### src/hdl/lcc_pkg.sv
/*
 * lcc_pkg: constants and types for the lane conditioning register bank,
 * A-side lanes one to three plus the global swing scale.
 * assumes: included before every other lcc file.
 */
package lcc_pkg;

   // ----------------------------------------------------------------
   // sizes
   // ----------------------------------------------------------------
   localparam int LANES         = 3;
   localparam int REGS_PER_LANE = 5;

   // ----------------------------------------------------------------
   // register offsets
   // ----------------------------------------------------------------
   localparam logic [7:0] OFS_IDLE_RATE_L1 = 8'h32;
   localparam logic [7:0] OFS_EQ_L1        = 8'h33;
   localparam logic [7:0] OFS_SWING_L1     = 8'h34;
   localparam logic [7:0] OFS_DEEMPH_L1    = 8'h35;
   localparam logic [7:0] OFS_THRESH_L1    = 8'h36;
   localparam logic [7:0] OFS_IDLE_RATE_L2 = 8'h39;
   localparam logic [7:0] OFS_EQ_L2        = 8'h3A;
   localparam logic [7:0] OFS_SWING_L2     = 8'h3B;
   localparam logic [7:0] OFS_DEEMPH_L2    = 8'h3C;
   localparam logic [7:0] OFS_THRESH_L2    = 8'h3D;
   localparam logic [7:0] OFS_IDLE_RATE_L3 = 8'h40;
   localparam logic [7:0] OFS_EQ_L3        = 8'h41;
   localparam logic [7:0] OFS_SWING_L3     = 8'h42;
   localparam logic [7:0] OFS_DEEMPH_L3    = 8'h43;
   localparam logic [7:0] OFS_THRESH_L3    = 8'h44;
   localparam logic [7:0] OFS_GLOBAL_SWING = 8'h47;

   // first register of each lane; a lane's five registers are contiguous
   localparam logic [LANES-1:0][7:0] LANE_BASE =
      {OFS_IDLE_RATE_L3, OFS_IDLE_RATE_L2, OFS_IDLE_RATE_L1};
   localparam logic [7:0] LANE_SPAN = 8'h05;

   // register index inside a lane
   localparam logic [2:0] IDX_IDLE_RATE = 3'h0;
   localparam logic [2:0] IDX_EQ        = 3'h1;
   localparam logic [2:0] IDX_SWING     = 3'h2;
   localparam logic [2:0] IDX_DEEMPH    = 3'h3;
   localparam logic [2:0] IDX_THRESH    = 3'h4;

   // ----------------------------------------------------------------
   // reset values and writable bits (reserved bits store nothing)
   // ----------------------------------------------------------------
   localparam logic [7:0] EQ_BYPASS  = 8'h20;
   localparam logic [7:0] SWING_600  = 8'h03;
   localparam logic [7:0] DEEMPH_RST = 8'h03;
   localparam logic [7:0] DEEMPH_0DB = 8'h01;
   localparam logic [7:0] DEEMPH_RSV = 8'hC0;
   localparam logic [7:0] IDLE_RATE_RST = 8'h00;
   localparam logic [7:0] THRESH_RST    = 8'h00;
   localparam logic [7:0] GLOBAL_RST    = 8'h02;

   localparam logic [REGS_PER_LANE-1:0][7:0] LANE_RST =
      {THRESH_RST, DEEMPH_RST, SWING_600, EQ_BYPASS, IDLE_RATE_RST};
   localparam logic [REGS_PER_LANE-1:0][7:0] LANE_MASK =
      {8'h0F, 8'hFF, 8'h3F, 8'h3F, 8'h33};
   localparam logic [7:0] GLOBAL_MASK = 8'h03;

   // equalizer values that match the strap-pin settings
   localparam logic [7:0] EQ_PIN_11 = 8'h2A;
   localparam logic [7:0] EQ_PIN_00 = 8'h30;
   localparam logic [7:0] EQ_PIN_F0 = 8'h32;
   localparam logic [7:0] EQ_PIN_10 = 8'h35;
   localparam logic [7:0] EQ_PIN_01 = 8'h37;
   localparam logic [7:0] EQ_PIN_0F = 8'h3B;
   localparam logic [7:0] EQ_PIN_1F = 8'h3D;

   // ----------------------------------------------------------------
   // field positions
   // ----------------------------------------------------------------
   localparam int BIT_RATE_SEL  = 0;
   localparam int BIT_RATE_AUTO = 1;
   localparam int BIT_IDLE_SEL  = 4;
   localparam int BIT_IDLE_AUTO = 5;
   localparam int BIT_EQ_EN     = 5;
   localparam int BIT_DE_STYLE  = 7;

   // ----------------------------------------------------------------
   // types
   // ----------------------------------------------------------------
   typedef struct packed {
      logic       muted;
      logic       rateHigh;
      logic       eqEnable;
      logic [1:0] gainStage;
      logic [2:0] boost;
      logic [5:0] swing;
      logic       deemphStyle;
      logic [6:0] deemphLevel;
      logic [1:0] deassertThr;
      logic [1:0] assertThr;
   } lcc_lane_ctl_t;

   typedef struct packed {
      logic       hit;
      logic       isGlobal;
      logic [1:0] lane;
      logic [2:0] idx;
   } lcc_dec_t;

   typedef enum logic [3:0] {
      ST_IDLE      = 4'b0000,
      ST_ADDR      = 4'b0001,
      ST_ADDR_ACK  = 4'b0010,
      ST_CMD       = 4'b0011,
      ST_CMD_ACK   = 4'b0100,
      ST_WDATA     = 4'b0101,
      ST_WDATA_ACK = 4'b0110,
      ST_RDATA     = 4'b0111,
      ST_RDATA_ACK = 4'b1000
   } lcc_state_t;

   // arbitrary neutral bus address
   localparam logic [6:0] SLAVE_ADDR = 7'h5A;

endpackage

### src/hdl/lcc_pin_sync.sv
/*
 * lcc_pin_sync: three-stage synchroniser for asynchronous pins; an
 * output changes only when the second and third stages agree.
 * assumes: inputs are static for at least two core_clk periods.
 */
`timescale 1ns/10ps
module lcc_pin_sync #(
   parameter int               WIDTH     = 1,
   parameter logic [WIDTH-1:0] RESET_VAL = '0
) (
   input  wire logic             core_clk,
   input  wire logic             arst_n,
   input  wire logic [WIDTH-1:0] pinIn,
   output logic      [WIDTH-1:0] levelOut
);

   logic [WIDTH-1:0] stage1Q;
   logic [WIDTH-1:0] stage2Q;
   logic [WIDTH-1:0] stage3Q;
   logic [WIDTH-1:0] agreeD;

   assign agreeD = (stage2Q == stage3Q) ? stage3Q : levelOut;

   always_ff @(posedge core_clk or negedge arst_n)
   begin
      if (!arst_n)
      begin
         stage1Q  <= RESET_VAL;
         stage2Q  <= RESET_VAL;
         stage3Q  <= RESET_VAL;
         levelOut <= RESET_VAL;
      end
      else
      begin
         stage1Q  <= pinIn;
         stage2Q  <= stage1Q;
         stage3Q  <= stage2Q;
         levelOut <= agreeD;
      end
   end

endmodule

### src/hdl/lcc_config_regs.sv
/*
 * lcc_config_regs: lane conditioning configuration bank with its serial
 * management slave (byte write, random and sequential read).
 * assumes: open-drain data line resolved outside; clock line driven only
 * by the host; detector inputs are asynchronous to core_clk.
 */
`timescale 1ns/10ps
module lcc_config_regs (
   input  wire logic                           core_clk,
   input  wire logic                           arst_n,
   input  wire logic                           smbClk,
   input  wire logic                           smbDataIn,
   output logic                                smbDataOut,
   output logic                                smbDataOe,
   input  wire logic [lcc_pkg::LANES-1:0]      idleDetect,
   input  wire logic [lcc_pkg::LANES-1:0]      rateDetectHigh,
   output lcc_pkg::lcc_lane_ctl_t [lcc_pkg::LANES-1:0] laneCtl,
   output logic [1:0]                          globalSwingScale
);
   import lcc_pkg::*;

   // ----------------------------------------------------------------
   // address decode shared by reads and writes
   // ----------------------------------------------------------------
   function automatic lcc_dec_t decodeAddr(input logic [7:0] addr);
      lcc_dec_t   dec;
      logic [7:0] offs;
      dec  = '0;
      offs = '0;
      if (addr == OFS_GLOBAL_SWING)
      begin
         dec.hit      = 1'b1;
         dec.isGlobal = 1'b1;
      end
      for (int l = 0; l < LANES; l++)
      begin
         offs = 8'(addr - LANE_BASE[l]);
         if (offs < LANE_SPAN)
         begin
            dec.hit  = 1'b1;
            dec.lane = 2'(l);
            dec.idx  = 3'(offs);
         end
      end
      return dec;
   endfunction

   // ----------------------------------------------------------------
   // pin synchronisers
   // ----------------------------------------------------------------
   logic [7:0] pinRaw;
   logic [7:0] pinLevel;
   logic       sclQ;
   logic       sdaQ;
   logic [LANES-1:0] idleSync;
   logic [LANES-1:0] rateSync;

   assign pinRaw = {rateDetectHigh, idleDetect, smbDataIn, smbClk};

   lcc_pin_sync #(
      .WIDTH     (8),
      .RESET_VAL (8'h03)
   ) pinSync (
      .core_clk (core_clk),
      .arst_n   (arst_n),
      .pinIn    (pinRaw),
      .levelOut (pinLevel)
   );

   assign sclQ     = pinLevel[0];
   assign sdaQ     = pinLevel[1];
   assign idleSync = pinLevel[4:2];
   assign rateSync = pinLevel[7:5];

   // ----------------------------------------------------------------
   // bus conditions
   // ----------------------------------------------------------------
   logic sclPrevQ;
   logic sdaPrevQ;
   logic sclRise;
   logic sclFall;
   logic startCond;
   logic stopCond;

   assign sclRise   = sclQ & ~sclPrevQ;
   assign sclFall   = ~sclQ & sclPrevQ;
   assign startCond = sclQ & sclPrevQ & sdaPrevQ & ~sdaQ;
   assign stopCond  = sclQ & sclPrevQ & ~sdaPrevQ & sdaQ;

   // ----------------------------------------------------------------
   // slave state machine
   // ----------------------------------------------------------------
   lcc_state_t stateQ;
   lcc_state_t stateD;
   logic [3:0] bitCntQ;
   logic [3:0] bitCntD;
   logic [7:0] shiftQ;
   logic [7:0] shiftD;
   logic [7:0] txQ;
   logic [7:0] txD;
   logic [7:0] ptrQ;
   logic [7:0] ptrD;
   logic       rwQ;
   logic       rwD;
   logic       ackedQ;
   logic       ackedD;
   logic       oeQ;
   logic       oeD;
   logic       wrEn;
   logic [7:0] rdByte;
   logic [7:0] globalQ;
   logic [7:0] regQ [LANES][REGS_PER_LANE];
   lcc_dec_t   rdDec;
   lcc_dec_t   wrDec;
   logic       byteDone;

   assign byteDone = (bitCntQ == 4'h8);
   assign rdDec    = decodeAddr(ptrQ);
   assign wrDec    = decodeAddr(ptrQ);
   // unmapped reads return zero
   assign rdByte   = !rdDec.hit    ? 8'h00 :
                     rdDec.isGlobal ? globalQ :
                                      regQ[rdDec.lane][rdDec.idx];

   always_comb
   begin
      stateD  = stateQ;
      bitCntD = bitCntQ;
      shiftD  = shiftQ;
      txD     = txQ;
      ptrD    = ptrQ;
      rwD     = rwQ;
      ackedD  = ackedQ;
      oeD     = oeQ;
      wrEn    = 1'b0;
      if (startCond)
      begin
         stateD  = ST_ADDR;
         bitCntD = 4'h0;
         oeD     = 1'b0;
      end
      else if (stopCond)
      begin
         stateD = ST_IDLE;
         oeD    = 1'b0;
      end
      else if (sclRise)
      begin
         case (stateQ)
            ST_ADDR, ST_CMD, ST_WDATA:
            begin
               shiftD  = {shiftQ[6:0], sdaQ};
               bitCntD = 4'(bitCntQ + 4'h1);
            end
            ST_RDATA_ACK: ackedD = ~sdaQ;
            default: ;
         endcase
      end
      else if (sclFall)
      begin
         case (stateQ)
            ST_ADDR:
               if (byteDone)
               begin
                  if (shiftQ[7:1] == SLAVE_ADDR)
                  begin
                     rwD    = shiftQ[0];
                     oeD    = 1'b1;
                     stateD = ST_ADDR_ACK;
                  end
                  else
                     stateD = ST_IDLE;
               end
            ST_ADDR_ACK:
               if (rwQ)
               begin
                  txD     = rdByte;
                  oeD     = ~rdByte[7];
                  bitCntD = 4'h1;
                  stateD  = ST_RDATA;
               end
               else
               begin
                  oeD     = 1'b0;
                  bitCntD = 4'h0;
                  stateD  = ST_CMD;
               end
            ST_CMD:
               if (byteDone)
               begin
                  ptrD   = shiftQ;
                  oeD    = 1'b1;
                  stateD = ST_CMD_ACK;
               end
            ST_CMD_ACK:
            begin
               oeD     = 1'b0;
               bitCntD = 4'h0;
               stateD  = ST_WDATA;
            end
            ST_WDATA:
               if (byteDone)
               begin
                  wrEn   = 1'b1;
                  oeD    = 1'b1;
                  stateD = ST_WDATA_ACK;
               end
            ST_WDATA_ACK:
            begin
               oeD     = 1'b0;
               bitCntD = 4'h0;
               ptrD    = 8'(ptrQ + 8'h01);
               stateD  = ST_WDATA;
            end
            ST_RDATA:
               if (byteDone)
               begin
                  oeD    = 1'b0;
                  ptrD   = 8'(ptrQ + 8'h01);
                  stateD = ST_RDATA_ACK;
               end
               else
               begin
                  txD     = {txQ[6:0], 1'b0};
                  oeD     = ~txQ[6];
                  bitCntD = 4'(bitCntQ + 4'h1);
               end
            ST_RDATA_ACK:
               if (ackedQ)
               begin
                  txD     = rdByte;
                  oeD     = ~rdByte[7];
                  bitCntD = 4'h1;
                  stateD  = ST_RDATA;
               end
               else
               begin
                  oeD    = 1'b0;
                  stateD = ST_IDLE;
               end
            default: ;
         endcase
      end
   end

   always_ff @(posedge core_clk or negedge arst_n)
   begin
      if (!arst_n)
      begin
         stateQ   <= ST_IDLE;
         bitCntQ  <= 4'h0;
         shiftQ   <= 8'h00;
         txQ      <= 8'h00;
         ptrQ     <= 8'h00;
         rwQ      <= 1'b0;
         ackedQ   <= 1'b0;
         oeQ      <= 1'b0;
         sclPrevQ <= 1'b1;
         sdaPrevQ <= 1'b1;
      end
      else
      begin
         stateQ   <= stateD;
         bitCntQ  <= bitCntD;
         shiftQ   <= shiftD;
         txQ      <= txD;
         ptrQ     <= ptrD;
         rwQ      <= rwD;
         ackedQ   <= ackedD;
         oeQ      <= oeD;
         sclPrevQ <= sclQ;
         sdaPrevQ <= sdaQ;
      end
   end

   // open drain: only ever pulls low
   assign smbDataOut = 1'b0;
   assign smbDataOe  = oeQ;

   // ----------------------------------------------------------------
   // register storage
   // ----------------------------------------------------------------
   always_ff @(posedge core_clk or negedge arst_n)
   begin
      if (!arst_n)
         globalQ <= GLOBAL_RST;
      else if (wrEn && wrDec.hit && wrDec.isGlobal)
         globalQ <= shiftQ & GLOBAL_MASK;
   end

   for (genvar l = 0; l < LANES; l++)
   begin : g_lane
      for (genvar r = 0; r < REGS_PER_LANE; r++)
      begin : g_reg
         logic wrHit;
         assign wrHit = wrEn && wrDec.hit && !wrDec.isGlobal &&
                        (wrDec.lane == 2'(l)) && (wrDec.idx == 3'(r));
         // reset values give bypassed equalizer and 600 mV swing
         always_ff @(posedge core_clk or negedge arst_n)
         begin
            if (!arst_n)
               regQ[l][r] <= LANE_RST[r];
            else if (wrHit)
               regQ[l][r] <= shiftQ & LANE_MASK[r];
         end
      end
   end

   // ----------------------------------------------------------------
   // lane controls
   // ----------------------------------------------------------------
   lcc_lane_ctl_t [LANES-1:0] laneCtlD;

   for (genvar l = 0; l < LANES; l++)
   begin : g_ctl
      logic [7:0] idleRate;
      logic [7:0] eqReg;
      logic [7:0] deReg;
      logic [7:0] deApplied;
      assign idleRate = regQ[l][IDX_IDLE_RATE];
      assign eqReg    = regQ[l][IDX_EQ];
      assign deReg    = regQ[l][IDX_DEEMPH];
      // reserved level code falls back to 0 dB
      assign deApplied = (deReg == DEEMPH_RSV) ? DEEMPH_0DB : deReg;

      assign laneCtlD[l].muted = idleRate[BIT_IDLE_AUTO] ?
                                 idleSync[l] :
                                 idleRate[BIT_IDLE_SEL];
      assign laneCtlD[l].rateHigh = idleRate[BIT_RATE_AUTO] ?
                                    rateSync[l] :
                                    idleRate[BIT_RATE_SEL];
      assign laneCtlD[l].eqEnable    = eqReg[BIT_EQ_EN];
      assign laneCtlD[l].gainStage   = eqReg[4:3];
      assign laneCtlD[l].boost       = eqReg[2:0];
      assign laneCtlD[l].swing       = regQ[l][IDX_SWING][5:0];
      assign laneCtlD[l].deemphStyle = deApplied[BIT_DE_STYLE];
      assign laneCtlD[l].deemphLevel = deApplied[6:0];
      assign laneCtlD[l].deassertThr = regQ[l][IDX_THRESH][3:2];
      assign laneCtlD[l].assertThr   = regQ[l][IDX_THRESH][1:0];
   end

   always_ff @(posedge core_clk or negedge arst_n)
   begin
      if (!arst_n)
      begin
         laneCtl          <= '0;
         globalSwingScale <= GLOBAL_RST[1:0];
      end
      else
      begin
         laneCtl          <= laneCtlD;
         globalSwingScale <= globalQ[1:0];
      end
   end

endmodule

### config.mk
export PLATFORM = sky130hd
export DESIGN_NAME = lcc_config_regs
export DESIGN_NICKNAME = d
export VERILOG_FILES = /design/src/hdl/lcc_pkg.sv /design/src/hdl/lcc_pin_sync.sv /design/src/hdl/lcc_config_regs.sv
export SDC_FILE = /design/constraint.sdc
export NUM_CORES = 1
export LEC_CHECK = 0
export BUFFER_PORTS_ARGS = -buffer_cell sky130_fd_sc_hd__buf_4
export CELL_PAD_IN_SITES_DETAIL_PLACEMENT = 2
export CELL_PAD_IN_SITES_GLOBAL_PLACEMENT = 2
export CORE_MARGIN = 2
export CORE_UTILIZATION = 40
export DETAILED_ROUTE_END_ITERATION = 10
export GPL_ROUTABILITY_DRIVEN = 1
export HOLD_SLACK_MARGIN = 0.1
export PLACE_DENSITY = 0.82
export SETUP_SLACK_MARGIN = 0.02
export SLEW_MARGIN = 10
export SYNTH_ARGS = -nofsm -noshare
export SYNTH_HDL_FRONTEND = slang
export SYNTH_SLANG_ARGS = --single-unit
### constraint.sdc
create_clock -name core_clk -period 4.2 [get_ports core_clk]
set_input_delay 1.26 -clock core_clk [delete_from_list [all_inputs] [get_ports core_clk]]
set_output_delay 1.26 -clock core_clk [all_outputs]
set_load 0.1 [all_outputs]
==> flow_metrics.env <==
export IMPL_cts_sinks=234
export IMPL_worstMarginPinSlew_ps=932
export IMPL_area_growth_pct=18.4
export IMPL_swShare_pct=22.0
export IMPL_maxCapViolCount=0
export IMPL_synth_top_area_share_pct=51.8
export IMPL_synth_edf_count=0
export IMPL_wirelength_um=29600
export IMPL_clkSlewWorstSetupHoldPaths_ps=60
export IMPL_hold_buffers=0
export IMPL_max_freq_mhz=260
export IMPL_track_usage_pct=23.2
export IMPL_ys_ff_latch=234
export IMPL_async_reset_ff_share_pct=100
export IMPL_p_clk_share_pct=48.0
export IMPL_yosysWarningCount=0
export IMPL_critPathTopFamily="compound AO/OA/AOI/OAI gates"
export IMPL_ys_top_cells_by_area="dfrtp_1 (52%), mux2_2 (11%), dfstp_2 (7.1%)"
export IMPL_start_util_pct=40.9
export IMPL_cts_tree="done"
export IMPL_drive_gt1_share_pct=33.6
export IMPL_switchingPower_uw=1040
export IMPL_drt_pass1_iterations=4
export IMPL_hp_class="reg2reg"
export IMPL_top_usage_layer="met2"
export IMPL_post_cts_buffers=0
export IMPL_synth_xor_area_share_pct=0.964
export IMPL_dp_final_hpwl_um=19600
export IMPL_syn_nets=861
export IMPL_hold_viol=0
export IMPL_clockRootBuffer="clkbuf_16"
export IMPL_crit_slowest_cell="o41ai_1"
export IMPL_rsz0062_at_grt="false"
export IMPL_setup_viol=0
export IMPL_grt_overflow=0
export IMPL_yosysMostFrequentCell="dfrtp_1"
export IMPL_globalRouteMet3Util_pct=2.99
export IMPL_cp_data_required_time_ps=4560
export IMPL_synthTopCellsByCount="dfrtp_1 (207), mux2_2 (102), nand2_1 (89), nor2_1 (59), clkbuf_1 (44)"
export IMPL_powerDensity_mw_per_mm2=399
export IMPL_cts_max_path_buffers=3
export IMPL_grt_max_degree=88
export IMPL_synth_fa_ha_area_share_pct=1.50
export IMPL_route_vias_total=6977
export IMPL_intPower_uw=3680
export IMPL_setup_tns_ps=0
export IMPL_drt_iter0_drc=343
export IMPL_clock_latency_ps=540
export IMPL_cts_made_buffers=25
export IMPL_seqPwrFrac_pct=49.1
export IMPL_slew_headroom_pct=37.8
export IMPL_synth_compound_area_share_pct=9.77
export IMPL_whs_ps=348
export IMPL_fin_crit_ps=3850
export IMPL_port_buffers=90
export IMPL_wire_per_inst_um=23.5
export IMPL_vias_per_cell=5.55
export IMPL_met2_usage_pct=42.1
export IMPL_path_cells="inv_1 -> ha_1 -> nand2b_4 -> a2111o_1 -> a2111o_1 -> buf_4 -> o41ai_1 -> a21oi_1 -> buf_4 -> o41ai_1 -> a31oi_1"
export IMPL_grt_pass1_wl_um=46900
export IMPL_skew_ps=26.0
export IMPL_syn_area_sq_mm=0.0100
export IMPL_fp_dieW_um=162
export IMPL_finalCritPeriodShare_pct=91.7
export IMPL_yosys_area_top_type="dfrtp_1"
export IMPL_drc=0
export IMPL_antenna_found_initial=0
export IMPL_gp_congestion=0.822
export IMPL_p_comb_share_pct=2.9
export IMPL_synth_top_family_by_area="simple AND/OR/NAND/NOR gates"
export IMPL_cp_end_kind="register"
export IMPL_syn_inst=839
export IMPL_fin_nets=937
export IMPL_crit_buf_inv=3
export IMPL_synthSimpleGateAreaFrac_pct=13.1
export IMPL_worstSetupStartpointType="register"
export IMPL_core_sq_mm=0.0245
export IMPL_cp_max_fo=24
export IMPL_post_cts_resized=0
export IMPL_rows=57
export IMPL_grt_util_met1_pct=29.1
export IMPL_status="finished, final reports clean"
export IMPL_dieArea_sq_mm=0.0263
export IMPL_synth_seq_area_share_pct=58.9
export IMPL_io_pins=92
export IMPL_detail_route_antenna_nets=0
export IMPL_slew_viol_final=0
export IMPL_vdd_drop_max_v=0.000374
export IMPL_antennaDiodeCount=0
export IMPL_arrival_ps=4210
export IMPL_criticalPathCategory="reg2reg"
export IMPL_avgSynthCellArea_sq_um=11.9
export IMPL_cpPeakStageDelay_ps=670
export IMPL_synth_flop_cell="dfrtp_1"
export IMPL_grt_pass1_vias=7895
export IMPL_fp_dieH_um=162
export IMPL_leakage_uw=0.00558
export IMPL_htreeDepth=1
export IMPL_synth_distinct_cells=78
export IMPL_synthMuxAreaShare_pct=12.7
power by group through the flow:
stage,registers (uW),clock network [uW],logic [uW]
2_1_floorplan,2350,0,62.7
3_3_place_gp,2360,0,131
3_5_place_dp,2360,0,139
4_1_cts,2320,2320,143
5_1_grt,2320,2410,155
6_report,2320,2270,138
sequential cells by signal (all words and copies together) (netlist names), 2 cells and up:
| register | flops |
|---|---|
| pinSync.stage3Q | 8 |
| laneCtlD | 30 |
| laneCtl | 78 |
| pinSync.stage2Q | 8 |
| g_ctl.eqReg | 18 |
| g_ctl.deReg | 24 |
| g_ctl.idleRate | 12 |
| globalQ | 2 |
| bitCntQ | 4 |
| globalSwingScale | 2 |
| ptrQ | 8 |
| shiftQ | 8 |
| stateQ | 4 |
| pinSync.stage1Q | 8 |
| pinSync.levelOut | 8 |
| txQ | 7 |
per-layer routing:
layer / wire (um) / share of wire (%) / vias up
li1: - / - / 3111
met1: 12100 / 41 / 3651
met2: 15400 / 52 / 165
met3: 1270 / 4.3 / 50
met4: 783 / 2.6 / 0
met5: 0 / 0 / -
metrics by stage:
step / util, % / power [uW] / std cells / area [sq um] / setup slack [ps]
after floorplan: - / 2410 / 839 / 10000 / 758
after global placement: 44.9 / 2490 / 1212 / 11000 / 489
after detailed placement: 44.9 / 2500 / 1212 / 11000 / 413
after CTS: 48.4 / 4780 / 1258 / 11800 / 318
after global routing: 48.4 / 4890 / 1258 / 11800 / 111
final: 48.4 / 4720 / 1258 / 11800 / 348
worst paths after layout:
kind / slack (ps) / startpoint / end / cells past startpoint
max in group asynchronous: 2530 / arst_n / pinSync.stage3Q[1] / 2
worst max register to register: 350 / ptrQ[1] / smbDataOe / 11
worst min-delay path: 350 / pinSync.stage1Q[7] / pinSync.stage2Q[7] / 0
worst max-delay path: 350 / ptrQ[1] / smbDataOe / 11
worst min register to register: 350 / pinSync.stage1Q[7] / pinSync.stage2Q[7] / 0
min in group asynchronous: 720 / arst_n / laneCtl[45] / 1
layout make-up:
| cell class | instances | area [sq um] |
|---|---|---|
| Timing Repair Buffer | 106 | 816 |
| Multi-Input combinational cell | 534 | 3810 |
| Sequential cell | 234 | 5890 |
| Inverter | 14 | 52.6 |
| Clock inverter | 10 | 123 |
| Fill cell | 2380 | 12600 |
| Tap cell | 324 | 405 |
| Clock buffer | 36 | 737 |
cell usage in the layout (no fill, tap or decap), types with 4 or more instances in the layout:
cell type	count
mux2_4	4
nand2_1	89
dfstp_2	27
nor4_1	6
a21oi_1	38
mux2_1	4
clkinv_2	4
nor2b_1	6
ha_1	12
nor2_4	9
nand4_1	6
xor2_1	9
and3_1	4
nand2b_1	5
mux2_2	102
clkbuf_8	7
a311oi_1	5
nor2_1	59
o21ai_0	25
inv_1	14
nand3_1	17
a31oi_1	19
clkbuf_16	25
and2_1	9
dfrtp_1	207
o22ai_1	14
nor3_1	17
clkbuf_1	4
a22oi_1	4
buf_4	104
kinds of logic after synthesis:
family / Yosys count
simple gates: 255
flops: 234
compound gates: 143
mux: 112
buf+inv: 71
fa+ha+maj: 12
xor+xnor: 11
other cells: 1
Note: power is estimated with default switching activity, not from simulation.
